[src/mcr_pkg.sv]
// constants for the metering configuration register bank
package mcr_pkg;
    localparam int ADDR_W = 10;
    localparam int DATA_W = 16;
    localparam logic [ADDR_W-1:0] CORE_CONFIGURATION_ADDR = 10'h102;
    localparam logic [DATA_W-1:0] CORE_CONFIGURATION_RST = 16'h8004;
    // bits that hold state; soft reset and reserved bit are not stored
    localparam logic [DATA_W-1:0] CORE_CONFIGURATION_MASK = 16'hBF7F;
    localparam logic [DATA_W-1:0] UNMAPPED_READ = 16'h0000;

    localparam int INT_A_BIT = 0;
    localparam int INT_B_BIT = 1;
    localparam int HPF_BIT = 2;
    localparam int PF_SRC_BIT = 3;
    localparam int REV_PICK_BIT = 4;
    localparam int REV_BLINK_BIT = 5;
    localparam int ZX_FILT_OFF_BIT = 6;
    localparam int SOFT_RST_BIT = 7;
    localparam int CHECKSUM_BIT = 8;
    localparam int PWR_FILT_LSB = 9;
    localparam int PWR_FILT_MSB = 10;
    localparam int ZX_SRC_BIT = 11;
    localparam int ZERO_CROSS_EDGE_PICK_LSB = 12;
    localparam int ZERO_CROSS_EDGE_PICK_MSB = 13;
    localparam int RESERVED_BIT = 14;
    localparam int LOCK_OFF_BIT = 15;

    // power filter time constants by code, in milliseconds
    localparam int PWR_FILT_MS_0 = 250;
    localparam int PWR_FILT_MS_1 = 500;
    localparam int PWR_FILT_MS_2 = 1000;
    localparam int PWR_FILT_MS_3 = 2000;

    // zero crossing edge codes
    localparam logic [1:0] ZERO_CROSS_EDGE_PICK_NEG_ONLY = 2'h1;
    localparam logic [1:0] ZERO_CROSS_EDGE_PICK_POS_ONLY = 2'h2;

    // reverse power blink: 1 Hz at a 40 ns clock
    localparam int CLK_PERIOD_NS = 40;
    localparam int BLINK_PERIOD_MS = 1000;
    localparam int BLINK_PERIOD_CYC = BLINK_PERIOD_MS * 1000000 / CLK_PERIOD_NS;
endpackage

[src/mcr_config_reg.sv]
// configuration register bank of the metering core with its side effects
// Contract
// - bits 0,1 enable channel A/B integrators
// - bit 2 enables high-pass filter, resets one
// - bit 3 picks power factor source
// - bits 4,5 steer reverse-power output
// - bit 6 one bypasses zero-cross filter
// - writing bit 7 triggers soft reset
// - bit 8 enables checksum, default off
// - bits 10:9 pick power filter time
// - bit 11 picks current zero-cross channel
// - bits 13:12 pick zero-cross interrupt edge
// - bit 15 zero enables interface lock
`timescale 1ns/1ps
`default_nettype none
module mcr_config_reg
    import mcr_pkg::*;
#(
    parameter int BLINK_CYC = BLINK_PERIOD_CYC
)
(
    input wire logic ref_clk_i,                          // core clock
    input wire logic nrst_i,                             // sync reset, active low
    input wire logic ce_i,                               // clock enable
    input wire logic wr_en_i,                            // register write strobe
    input wire logic rd_en_i,                            // register read strobe
    input wire logic [mcr_pkg::ADDR_W-1:0] addr_i,       // register address
    input wire logic [mcr_pkg::DATA_W-1:0] wdata_i,      // write data
    input wire logic pulse_output_one_i,                 // first pulse output event
    input wire logic pulse_output_two_i,                 // second pulse output event
    input wire logic reverse_polarity_i,                 // power sign is reverse
    input wire logic zx_pos_a_i,                         // chan A rising crossing
    input wire logic zx_neg_a_i,                         // chan A falling crossing
    input wire logic zx_pos_b_i,                         // chan B rising crossing
    input wire logic zx_neg_b_i,                         // chan B falling crossing
    output logic [mcr_pkg::DATA_W-1:0] rdata_o,          // read data
    output logic rd_valid_o,                             // read data valid pulse
    output logic integrator_on_chan_a_o,                 // chan A integrator on
    output logic integrator_on_chan_b_o,                 // chan B integrator on
    output logic highpass_on_o,                          // high-pass filter on
    output logic power_factor_source_o,                  // 1: line-cycle energies
    output logic zero_cross_filter_off_o,                // zero-cross filter bypass
    output logic checksum_on_o,                          // checksum enabled
    output logic [1:0] power_filter_time_o,              // power filter code
    output logic current_zero_cross_source_o,            // 1: chan B
    output logic interface_lock_off_o,                   // 1: lock disabled
    output logic soft_reset_o,                           // soft reset pulse
    output logic reverse_power_out_o,                    // reverse power pin level
    output logic zero_cross_irq_o                        // zero-cross interrupt pulse
);
    import mcr_pkg::*;

    localparam int BLINK_W = $clog2(BLINK_CYC);
    localparam logic [BLINK_W-1:0] BLINK_HALF = BLINK_W'(BLINK_CYC / 2 - 1);

    // blink needs two equal halves of at least two cycles each
    if (BLINK_CYC < 4 || BLINK_CYC % 2 != 0)
    begin : g_bad_blink
        $error("BLINK_CYC must be even and at least 4");
    end

    logic [DATA_W-1:0] cfg_r;
    logic [DATA_W-1:0] rdata_r;
    logic rd_valid_r;
    logic soft_reset_r;
    logic rev_state_r;
    logic blink_phase_r;
    logic [BLINK_W-1:0] blink_cnt_r;
    logic rev_out_r;
    logic zx_irq_r;
    logic hit;
    logic wr_hit;
    logic soft_req;
    logic pick_pulse;
    logic zx_pos;
    logic zx_neg;
    logic [1:0] zero_cross_edge_pick;

    assign hit = (addr_i == CORE_CONFIGURATION_ADDR);
    assign wr_hit = ce_i & wr_en_i & hit;
    assign soft_req = wr_hit & wdata_i[SOFT_RST_BIT];
    assign pick_pulse = cfg_r[REV_PICK_BIT] ? pulse_output_two_i : pulse_output_one_i;
    assign zx_pos = cfg_r[ZX_SRC_BIT] ? zx_pos_b_i : zx_pos_a_i;
    assign zx_neg = cfg_r[ZX_SRC_BIT] ? zx_neg_b_i : zx_neg_a_i;
    assign zero_cross_edge_pick = cfg_r[ZERO_CROSS_EDGE_PICK_MSB:ZERO_CROSS_EDGE_PICK_LSB];

    // configuration storage
    always_ff @(posedge ref_clk_i)
    begin
        if (!nrst_i)
        begin
            cfg_r <= CORE_CONFIGURATION_RST;
        end
        else if (soft_req)
        begin
            cfg_r <= CORE_CONFIGURATION_RST;
        end
        else if (wr_hit)
        begin
            cfg_r <= wdata_i & CORE_CONFIGURATION_MASK;
        end
    end

    // soft reset pulse toward the rest of the device
    always_ff @(posedge ref_clk_i)
    begin
        if (!nrst_i)
        begin
            soft_reset_r <= 1'b0;
        end
        else if (ce_i)
        begin
            soft_reset_r <= soft_req;
        end
    end

    // read port; unmapped addresses return zero
    always_ff @(posedge ref_clk_i)
    begin
        if (!nrst_i)
        begin
            rdata_r <= UNMAPPED_READ;
            rd_valid_r <= 1'b0;
        end
        else if (ce_i)
        begin
            rd_valid_r <= rd_en_i;
            if (rd_en_i && hit)
            begin
                rdata_r <= cfg_r;
            end
            else
            begin
                rdata_r <= UNMAPPED_READ;
            end
        end
    end

    // reverse status sampled on the chosen pulse output
    always_ff @(posedge ref_clk_i)
    begin
        if (!nrst_i)
        begin
            rev_state_r <= 1'b0;
        end
        else if (ce_i && pick_pulse)
        begin
            rev_state_r <= reverse_polarity_i;
        end
    end

    // 1 Hz blink, high half first, held idle while not reverse
    always_ff @(posedge ref_clk_i)
    begin
        if (!nrst_i)
        begin
            blink_cnt_r <= '0;
            blink_phase_r <= 1'b1;
        end
        else if (ce_i)
        begin
            if (!rev_state_r)
            begin
                blink_cnt_r <= '0;
                blink_phase_r <= 1'b1;
            end
            else if (blink_cnt_r == BLINK_HALF)
            begin
                blink_cnt_r <= '0;
                blink_phase_r <= ~blink_phase_r;
            end
            else
            begin
                blink_cnt_r <= blink_cnt_r + 1'b1;
            end
        end
    end

    // reverse power pin
    always_ff @(posedge ref_clk_i)
    begin
        if (!nrst_i)
        begin
            rev_out_r <= 1'b0;
        end
        else if (ce_i)
        begin
            if (cfg_r[REV_BLINK_BIT])
            begin
                rev_out_r <= rev_state_r & blink_phase_r;
            end
            else
            begin
                rev_out_r <= rev_state_r;
            end
        end
    end

    // zero-cross interrupt by source and edge selection
    always_ff @(posedge ref_clk_i)
    begin
        if (!nrst_i)
        begin
            zx_irq_r <= 1'b0;
        end
        else if (ce_i)
        begin
            zx_irq_r <= (zx_pos && zero_cross_edge_pick != ZERO_CROSS_EDGE_PICK_NEG_ONLY)
                || (zx_neg && zero_cross_edge_pick != ZERO_CROSS_EDGE_PICK_POS_ONLY);
        end
    end

    assign rdata_o = rdata_r;
    assign rd_valid_o = rd_valid_r;
    assign integrator_on_chan_a_o = cfg_r[INT_A_BIT];
    assign integrator_on_chan_b_o = cfg_r[INT_B_BIT];
    assign highpass_on_o = cfg_r[HPF_BIT];
    assign power_factor_source_o = cfg_r[PF_SRC_BIT];
    assign zero_cross_filter_off_o = cfg_r[ZX_FILT_OFF_BIT];
    assign checksum_on_o = cfg_r[CHECKSUM_BIT];
    assign power_filter_time_o = cfg_r[PWR_FILT_MSB:PWR_FILT_LSB];
    assign current_zero_cross_source_o = cfg_r[ZX_SRC_BIT];
    assign interface_lock_off_o = cfg_r[LOCK_OFF_BIT];
    assign soft_reset_o = soft_reset_r;
    assign reverse_power_out_o = rev_out_r;
    assign zero_cross_irq_o = zx_irq_r;

    logic plain_wr;
    assign plain_wr = wr_hit & ~wdata_i[SOFT_RST_BIT];
endmodule
`default_nettype wire

[config.mk]
export PLATFORM = sky130hd
export DESIGN_NAME = mcr_config_reg
export DESIGN_NICKNAME = d
export VERILOG_FILES = /design/src/mcr_pkg.sv /design/src/mcr_config_reg.sv
export SDC_FILE = /design/constraint.sdc
export NUM_CORES = 1
export LEC_CHECK = 0
export ABC_AREA = 1
export BUFFER_PORTS_ARGS = -buffer_cell sky130_fd_sc_hd__buf_4
export CAP_MARGIN = 25
export CORE_ASPECT_RATIO = 0.6
export CORE_MARGIN = 2
export CORE_UTILIZATION = 48
export DETAILED_ROUTE_END_ITERATION = 8
export PLACE_DENSITY = 0.76
export SLEW_MARGIN = 20
export SYNTH_ARGS = -nofsm -noshare
export SYNTH_HDL_FRONTEND = slang
export SYNTH_SLANG_ARGS = --single-unit
[constraint.sdc]
create_clock -name ref_clk_i -period 1.6 [get_ports ref_clk_i]
set_clock_uncertainty 0.2 [all_clocks]
set_input_delay 0.32 -clock ref_clk_i [delete_from_list [all_inputs] [get_ports ref_clk_i]]
set_output_delay 0.32 -clock ref_clk_i [all_outputs]
set_load 0.02 [all_outputs]
# == After elaboration in Yosys (flattened, before gate mapping) ==
# Index checks and enable logic that the tools add are counted.
# word_totals
inputBits,38
word_cells,37
ff_bits,61
output_inout_bits,30
# op_classes
n_mux,9
reduce_logical,7
eq_ne,5
n_addsub,1
bitwise,6
# op_table
operator,count
$mux 25,2
$add 25x1->25 const B,1
$eq 25x24->1 const B,1
$mux 16,1
$eq 10x9->1 const B,1
$mux 1,6
$and 1x1->1,4
$logic_and 1x1->1,4
$ne 2x1->1 const B,2
$ne 2x2->1 const B,1
$not 1->1,2
$reduce_and 2->1,1
$reduce_or 2->1,1
$logic_or 1x1->1,1

# == Longest topological paths before layout ==
# Gate-level depths: netlist of the first run.
# depth
depth_word,4
mapped_depth,11
depth_no_buf,10

# == Worst setup path before layout of the first run ==
# No wires, ideal clock.
# synth_path
kind,register to register
start,reg blink_cnt_r[0]
end,reg blink_cnt_r[10]
setup_time_ps,117
stages_incl_launch_ff,12
t_arrival_ps,1231
required_ps,1283
setup_slack_ps,52
period_less_slack_ps,1548
n_path_buf,1
path_cell_list,dfxtp_1 ha_1 nand2_1 inv_1 nand2_1 nor2_1 nand3_1 nand2_1 nand2_1 nand2_4 buf_6 nor2_1
# synth_via
elab_chain_cells,3
word_cells_on_any_way,4
cone_classes,1 x add/sub; 1 x eq/ne; 2 x mux
# synth_rtl
element,line_no,source
from (decl),mcr_config_reg.sv:68,logic [BLINK_W-1:0] blink_cnt_r;
from (signal assigned),mcr_config_reg.sv:174,blink_cnt_r <= blink_cnt_r + 1'b1;
$add 25x1->25 or $eq 25x24->1 (tied branches),"mcr_config_reg.sv:174, mcr_config_reg.sv:167",
$mux 25 (*),mcr_config_reg.sv:167,else if (blink_cnt_r == BLINK_HALF)
$mux 25 (*),mcr_config_reg.sv:162,if (!rev_state_r)
# Every way passes the cells marked *; elsewhere a longest branch is shown, timed or not.
# A chain may end at the register's enable or synchronous reset.

# == Final worst setup path of the first run ==
# layout_path
start,reg blink_cnt_r[15]
end,reg blink_cnt_r[22]
# Same word-level chain as after synthesis.

==> summary.txt, run 1 <==
P_leak = 1.59 nW
Fin util = 69.8%
Ant. Diodes = 0
Rows = 21
Total GRT Usage = 24.4%
Worst Hold Launch = reverse_polarity_i
Flop2flop setup slack = -0.03 ns
CTS root buf = clkbuf_8
IO Pins = 68
Hold Path End = rev_state_r$_SDFFE_PN0P_
WL met1 = 3410 um
Top cells by count, synth = nand2_1 (124), nor2_1 (69), dfxtp_1 (59)
Initial antenna violation count = 0
Final Cycle Share = 102%
Worst EP arrival = 1.70 ns
Register area share after synthesis = 42.8%
Max Slew Vio Count = 0
DRC Markers = 0
Failing checks = negative setup slack
CP max-delay cell = dfxtp_1
GR Overflow Total = 0
Yosys top cell area share = 42.8%
Yosys top cell by area = dfxtp_1
Die area = 0.00640 mm2
Total core area = 0.00557 mm2
Multi-input gate area = 0.00154 mm2
Dominant cells by area after synthesis = dfxtp_1 (43%), nand2_1 (17%), nor2_1 (9.4%)
Family with the most delay on the worst path = simple AND/OR/NAND/NOR gates
Register clock-pin slew on the reported worst setup and hold paths = 0.06 ns
Most frequent cell after synthesis = nand2_1
Clock buffer depth = 2
Synthesized area per cell = 6.89 um2
Antenna-violating nets left = 0
Clock sink total = 59
Syn Inst Count = 401
Reg2reg start = blink_cnt_r[15]$_SDFFE_PN0P_
R2R depth = 9
Yosys cell types = 27
Final setup fails = 25
Via count = 2846
Number of synthesized register bits = 59
# H-tree levels = 3
Syn-to-layout area delta = 40.7%
IO buf count = 64
Worst Hold Path Cells = 3
Post-synth EDFFs = 0
GPL Wtd Cong = 0.932
Register area = 0.00119 mm2
Hold Vio Cnt, Final = 0
Met2 WL = 3380 um
Critical-path cell list = buf_4, nand2_1, nor2_1, nand2_2, nor2_2, nand2_1, o21bai_1, nand2_1, nor2_1
Synth Area in Adders = 0.453%
Synth Area in XOR/XNOR = 3.17%
Min Tclk post-route = 1.63 ns
Post-DR wirelength/cell = 13.1 um
Pwr dens = 762 mW/mm2
Final worst slack = -0.0285 ns
Async SR Flop Fraction = 0%
Router iterations before antenna repair = 4
Clock latency on the worst-skew pair = 0.34 ns
Num CTS Buffers = 9
Fillers = 485
Most Frequent Cell on Critical Path = nand2_1
Largest net degree at the start of global routing = 20
Mapped Area = 0.00276 mm2
Peak VDD IR = 618 uV
Setup_tns = -0.237 ns
DR WL met3 = 687 um
Initial cell density of the core = 49.6%
Detail Placement HPWL = 5180 um
Largest stage delay, worst path = 0.35 ns
Via density = 4.92
R2r endpoint = blink_cnt_r[22]$_SDFFE_PN0P_
Nets = 533
Chip width = 102 um
Crit Path Class = register to register
First-pass GRT wire length = 11900 um
Simple-gate share of the synthesized area = 35.6%
RSZ-0062 raised after global routing = true
Mux cell area share after synthesis = 0.725%
Min-Delay Path Class = input port to register
Die height = 62.8 um
Worst Path Max Fanout = 5
Vias in the first global route = 2562
Final WL = 7570 um
Crit. End Element = register
Data required time of the worst path = 1.68 ns
Prevailing post-synth register cell = dfxtp_1
Status = finished, violations left
Highest Clock Rate = 614 MHz
Top Layer Used = met4
Drt initial violations = 141
Worst setup SP type = register
Post-synthesis compound-gate area fraction = 8.38%
Layout cells sized above 1 = 32.1%
Ys Warns = 0
TritonCTS clock tree = built
WHS = 0.0172 ns
Max-cap violations = 0
Largest family of logic cells by synthesized area = simple AND/OR/NAND/NOR gates
Bufs and invs on worst path = 1
## worst reg2reg max path: cells and delay by family (launching register included)
kind	cells	cell delay, ns
compound gates	1	0.16
simple gates	7	0.70
flops	1	0.35
buf+inv	1	0.15
## cell usage in the layout, fill, tap and decap left out, types with 2 or more instances in the layout
cell type      Yosys  routed
nand3_1           17      15
xnor2_1            4       4
inv_2              3       4
nor2_4             5       8
dlygate4sd3_1      0       2
clkinv_2           0       2
nand2_8            0       5
o22ai_1            4       4
nand2_1          124     119
inv_1             34      33
dfxtp_2            0       4
o21bai_1           2       2
buf_4              6      87
o21ai_0            9       9
buf_12             0       2
clkinvlp_4         0       2
conb_1             1       2
clkbuf_8           0      11
nand4_1            5       5
dfxtp_4            0       2
xor2_1             6       6
nor3_1             4       3
dfxtp_1           59      53
nor2_1            69      50
nand2_2            4       7
mux2i_1            2       2
nor2_2             2      18
a21oi_1           28      28
buf_6              3       2
## sequential cells by signal, indices dropped and copies added, names as in the netlist
register,flops
zero_cross_irq_o,1
blink_phase_r,1
rd_valid_o,1
rev_state_r,1
soft_reset_o,1
rdata_o,14
blink_cnt_r,25
reverse_power_out_o,1
cfg_r,14
## power breakdown
group / leakage [nW] / internal, mW / switching, mW / total [mW]
combinational: 1.02 / 0.118 / 0.131 / 0.248
clock: 0.0884 / 0.640 / 0.584 / 1.22
sequential: 0.480 / 1.48 / 0.00916 / 1.49
total: 1.59 / 2.24 / 0.724 / 2.96
## timing repair
item	CTS	global route
setup endpoints to repair	25	26
buffers inserted	2	2
hold buffers	2	0
gates resized for setup	22	30
gates cloned	3	0
hold endpoints to repair	2	0
pin swaps	8	8
## worst max path at each step
stage	from	endpoint	slack, ns	depth (start not counted)
floorplan	blink_cnt_r[0]$_SDFFE_PN0P_	blink_cnt_r[10]$_SDFFE_PN0P_	0.05	11
global placement	blink_cnt_r[0]$_SDFFE_PN0P_	blink_cnt_r[14]$_SDFFE_PN0P_	-0.07	10
detailed placement	blink_cnt_r[1]$_SDFFE_PN0P_	blink_cnt_r[22]$_SDFFE_PN0P_	-0.15	10
CTS	blink_cnt_r[0]$_SDFFE_PN0P_	blink_cnt_r[0]$_SDFFE_PN0P_	0.005	10
global route	blink_cnt_r[15]$_SDFFE_PN0P_	blink_cnt_r[22]$_SDFFE_PN0P_	-0.12	9
finish	blink_cnt_r[15]$_SDFFE_PN0P_	blink_cnt_r[22]$_SDFFE_PN0P_	-0.03	9
## layout make-up
| type | instances | share of cell area [%] |
|---|---|---|
| sequential | 59 | 30.7 |
| timing repair buffer | 93 | 18.9 |
| clock buffer | 12 | 3.99 |
| inverter | 37 | 3.57 |
| clock inverter | 4 | 0.644 |
| multi-input combinational | 294 | 39.6 |
| tap | 80 | 2.57 |
## metrics by stage
step | setup slack [ns] | instance area (um2) | power [mW] | std cells
floorplan | 0.0515 | 2770 | 1.61 | 402
global placement | -0.0676 | 3440 | 1.71 | 554
detailed placement | -0.154 | 3440 | 1.72 | 554
global route | -0.117 | 3890 | 3.07 | 579
CTS | 0.00527 | 3780 | 2.96 | 577
finish | -0.0285 | 3890 | 2.96 | 579
## cell families (layout without fill, tap and decap cells)
kind of cell / count (synthesis) / count (layout)
simple gates: 232 / 235
mux: 2 / 2
compound gates: 44 / 44
fa+ha+maj: 1 / 1
xor+xnor: 10 / 10
flops: 59 / 59
buf+inv: 52 / 146
other cells: 1 / 2
## routing by layer
layer / GRT usage [%] / vias to the layer above
li1: - / 1446
met2: 36.3 / 100
met4: 7.67 / 0
met5: 0 / -
met1: 33.3 / 1285
met3: 8.61 / 15
Note: power is estimated with default switching activity, not from simulation.
==> inputs of run 2 (changes only) <==
--- a/config.mk
+++ b/config.mk
@@ -6,13 +6,14 @@
 export NUM_CORES = 1
 export LEC_CHECK = 0
 export ABC_AREA = 1
-export BUFFER_PORTS_ARGS = -buffer_cell sky130_fd_sc_hd__buf_4
 export CAP_MARGIN = 25
 export CORE_ASPECT_RATIO = 0.6
 export CORE_MARGIN = 2
-export CORE_UTILIZATION = 48
+export CORE_UTILIZATION = 55
 export DETAILED_ROUTE_END_ITERATION = 8
-export PLACE_DENSITY = 0.76
+export DONT_BUFFER_PORTS = 1
+export PLACE_DENSITY = 0.73
+export SETUP_SLACK_MARGIN = 0.5
 export SLEW_MARGIN = 20
 export SYNTH_ARGS = -nofsm -noshare
 export SYNTH_HDL_FRONTEND = slang
==> run 2 against run 1 <==
  * The run ends with negative hold slack, negative setup slack left
  * Critical path type unchanged
  * Utilization rose by 17 points
  * Design area rose by 4.7%
  * Largest cell class unchanged
  * Clock power rose by 13%
  * Sequential cell count did not move
  * Critical path depth rose by 2
  * Register-to-register slack got worse by 0.26 ns
  * Sequential power barely moved
  * Count of clock-buffer cells in the layout rose by 1
  * Sequential share of layout area rose by 1.3 points
==> summary.txt, run 2 (same netlist as run 1, synthesis figures left out) <==
Failing checks = negative hold slack, negative setup slack
Pwr dens = 751 mW/mm2 (-1.4%)
Total GRT Usage = 32.1% (+7.6 points)
Max Slew Vio Count = 0 (unchanged)
Fin util = 86.5% (+17 points)
IO buf count = 0 (-100%)
Rows = 19 (-9.5%)
Detail Placement HPWL = 4750 um (-8.3%)
Min Tclk post-route = 1.89 ns (+0.257 ns)
Drt initial violations = 400 (+180%)
Final WL = 10700 um (+41%)
Flop2flop setup slack = -0.29 ns (-0.26 ns)
Commonest cells after routing, fill and taps aside = nand2_1 (89), nor2_1 (47), nand2_4 (31)
Post-route cell area = 0.00407 mm2 (+4.7%)
Hold Vio Cnt, Final = 1 (+1)
Data required time of the worst path = 1.63 ns (-0.05 ns)
Worst Hold Launch = ce_i
Most Frequent Cell on Critical Path = nand2_4
Family with the most delay on the worst path = simple AND/OR/NAND/NOR gates
Post-DR wirelength/cell = 20.8 um (+59%)
Clock power share = 45.1% (+3.7 points)
Clock sink total = 59 (unchanged)
Layout cells sized above 1 = 43.1% (+11 points)
Final Cycle Share = 118% (+16 points)
Crit. Startpoint = blink_cnt_r[0]$_SDFFE_PN0P_
Via density = 6.05 (+23%)
Chip width = 95.5 um (-6.3%)
IO Pins = 68 (unchanged)
Max-cap violations = 0 (unchanged)
Final worst slack = -0.285 ns (-0.257 ns)
P_leak = 1.74 nW (+9.6%)
Fillers = 209 (-57%)
Via count = 3118 (+9.6%)
WHS = -0.00209 ns (-0.0193 ns)
Setup_tns = -6.94 ns (-6.70 ns)
Comb power frac = 7.3% (-1.1 points)
RSZ-0062 raised after global routing = true
Worst EP arrival = 1.92 ns (+0.22 ns)
Clock buffer depth = 2 (unchanged)
Reg2reg start = blink_cnt_r[0]$_SDFFE_PN0P_
Ant. Diodes = 0 (unchanged)
Num CTS Buffers = 9 (unchanged)
R2R depth = 11 (+2)
Final setup fails = 26 (+4.0%)
Non-filler instance count after layout = 515 (-11%)
Max FFs per register = 25 (unchanged)
Die height = 58.9 um (-6.2%)
Vias in the first global route = 2777 (+8.4%)
Dpl ws = -0.0389 ns (+0.115 ns)
Router iterations before antenna repair = 6 (+2)
Crit Path Class = register to register
Largest reg by FF count = blink_cnt_r
Largest net degree at the start of global routing = 20 (unchanged)
Largest stage delay, worst path = 0.37 ns (+0.02 ns)
R2r endpoint = blink_cnt_r[1]$_SDFFE_PN0P_
Nets = 487 (-8.6%)
First-pass GRT wire length = 13400 um (+12%)
Sequential power share = 47.6% (-2.7 points)
DRC Markers = 0 (unchanged)
GR Overflow Total = 0 (unchanged)
Hold Path End = blink_cnt_r[1]$_SDFFE_PN0P_
Syn-to-layout area delta = 47.3%
GPL Wtd Cong = 0.828 (-11%)
Placed Area = 0.00292 mm2 (-15%)
Min-Delay Path Class = input port to register
Initial antenna violation count = 0 (unchanged)
Die area = 0.00562 mm2 (-12%)
Peak VDD IR = 616 uV (-0.37%)
Worst Path Max Fanout = 8 (+3)
# H-tree levels = 3 (unchanged)
Worst Hold Path Cells = 2 (-1)
Power Total = 3.06 mW (+3.2%)
Initial cell density of the core = 58.7% (+9.1 points)
Commonest non-fill, non-tap cell in the layout = nand2_1
CP max-delay cell = dfxtp_4
Status = finished, violations left
Highest Clock Rate = 530 MHz (-14%)
TritonCTS clock tree = built
CTS root buf = clkbuf_8
Bufs and invs on worst path = 2 (+1)
Clock latency on the worst-skew pair = 0.34 ns (about the same)
Total internal power = 2.33 mW (+4.2%)
Placed instance count = 466 (-16%)
Switching Share = 23.7% (-0.75 points)
Net Sw Power = 724 uW (about the same)
Critical-path cell list = ha_4, nand2_4, inv_2, nand2_1, nor2_1, nand3_1, nand2_2, nand2_4, nand2_4, clkbuf_16, nor2_1
Worst setup SP type = register
Register clock-pin slew on the reported worst setup and hold paths = 0.07 ns (about the same)
Total core area = 0.00471 mm2 (-15%)
Crit. End Element = register
Antenna-violating nets left = 0 (unchanged)
-- run 2: worst max path at each step --
stage                              endpoint  slack (ns)  cells past startpoint
2_1_floorplan   blink_cnt_r[1]$_SDFFE_PN0P_        0.12                     11
3_3_place_gp    blink_cnt_r[8]$_SDFFE_PN0P_       0.006                     11
3_5_place_dp   blink_cnt_r[20]$_SDFFE_PN0P_       -0.04                      8
4_1_cts         blink_cnt_r[5]$_SDFFE_PN0P_       -0.02                     11
5_1_grt        blink_cnt_r[15]$_SDFFE_PN0P_       -0.27                     10
6_report        blink_cnt_r[1]$_SDFFE_PN0P_       -0.29                     11
-- run 2: final cells by class --
cell class / instances / area [um2] / share of cell area (%)
multi-input cells: 291 / 1810 / 44.5
flip-flops and latches: 59 / 1300 / 32.0
repair buffers: 50 / 544 / 13.4
clock buffers: 13 / 159 / 3.90
inverters: 37 / 141 / 3.47
well taps: 63 / 78.8 / 1.94
clock inverters: 2 / 35.0 / 0.861
-- run 2: worst register-to-register path: cells and delay by family (launching register included) --
kind / cells / cell delay, ns
and+or+nand+nor: 8 / 0.79
DFF: 1 / 0.37
buffers and inverters: 2 / 0.25
adders and majority gates: 1 / 0.16
-- run 2: timing repair --
action                                 CTS  global route
setup endpoints to repair               84            86
cloned                                   2             1
setup buffers                            7             6
endpoints found under the hold margin   20             4
hold buffers                            16             2
resized for setup                      137            57
pin swaps                               22            29
-- run 2: power by group through the flow --
stage,clock [mW],combinational (mW),sequential (mW)
2_1_floorplan,0,0.0999,1.53
3_3_place_gp,0,0.102,1.53
3_5_place_dp,0,0.105,1.53
4_1_cts,1.36,0.162,1.45
5_1_grt,1.44,0.229,1.45
6_report,1.38,0.222,1.46
-- run 2: per-layer routing --
| layer | global-route usage, % | part of all wire [%] | wire length [um] |
|---|---|---|---|
| met5 | 0 | 0 | 0 |
| met4 | 12.4 | 5.5 | 590 |
| met1 | 40.0 | 36 | 3900 |
| met3 | 10.8 | 12 | 1280 |
| met2 | 52.2 | 46 | 4920 |
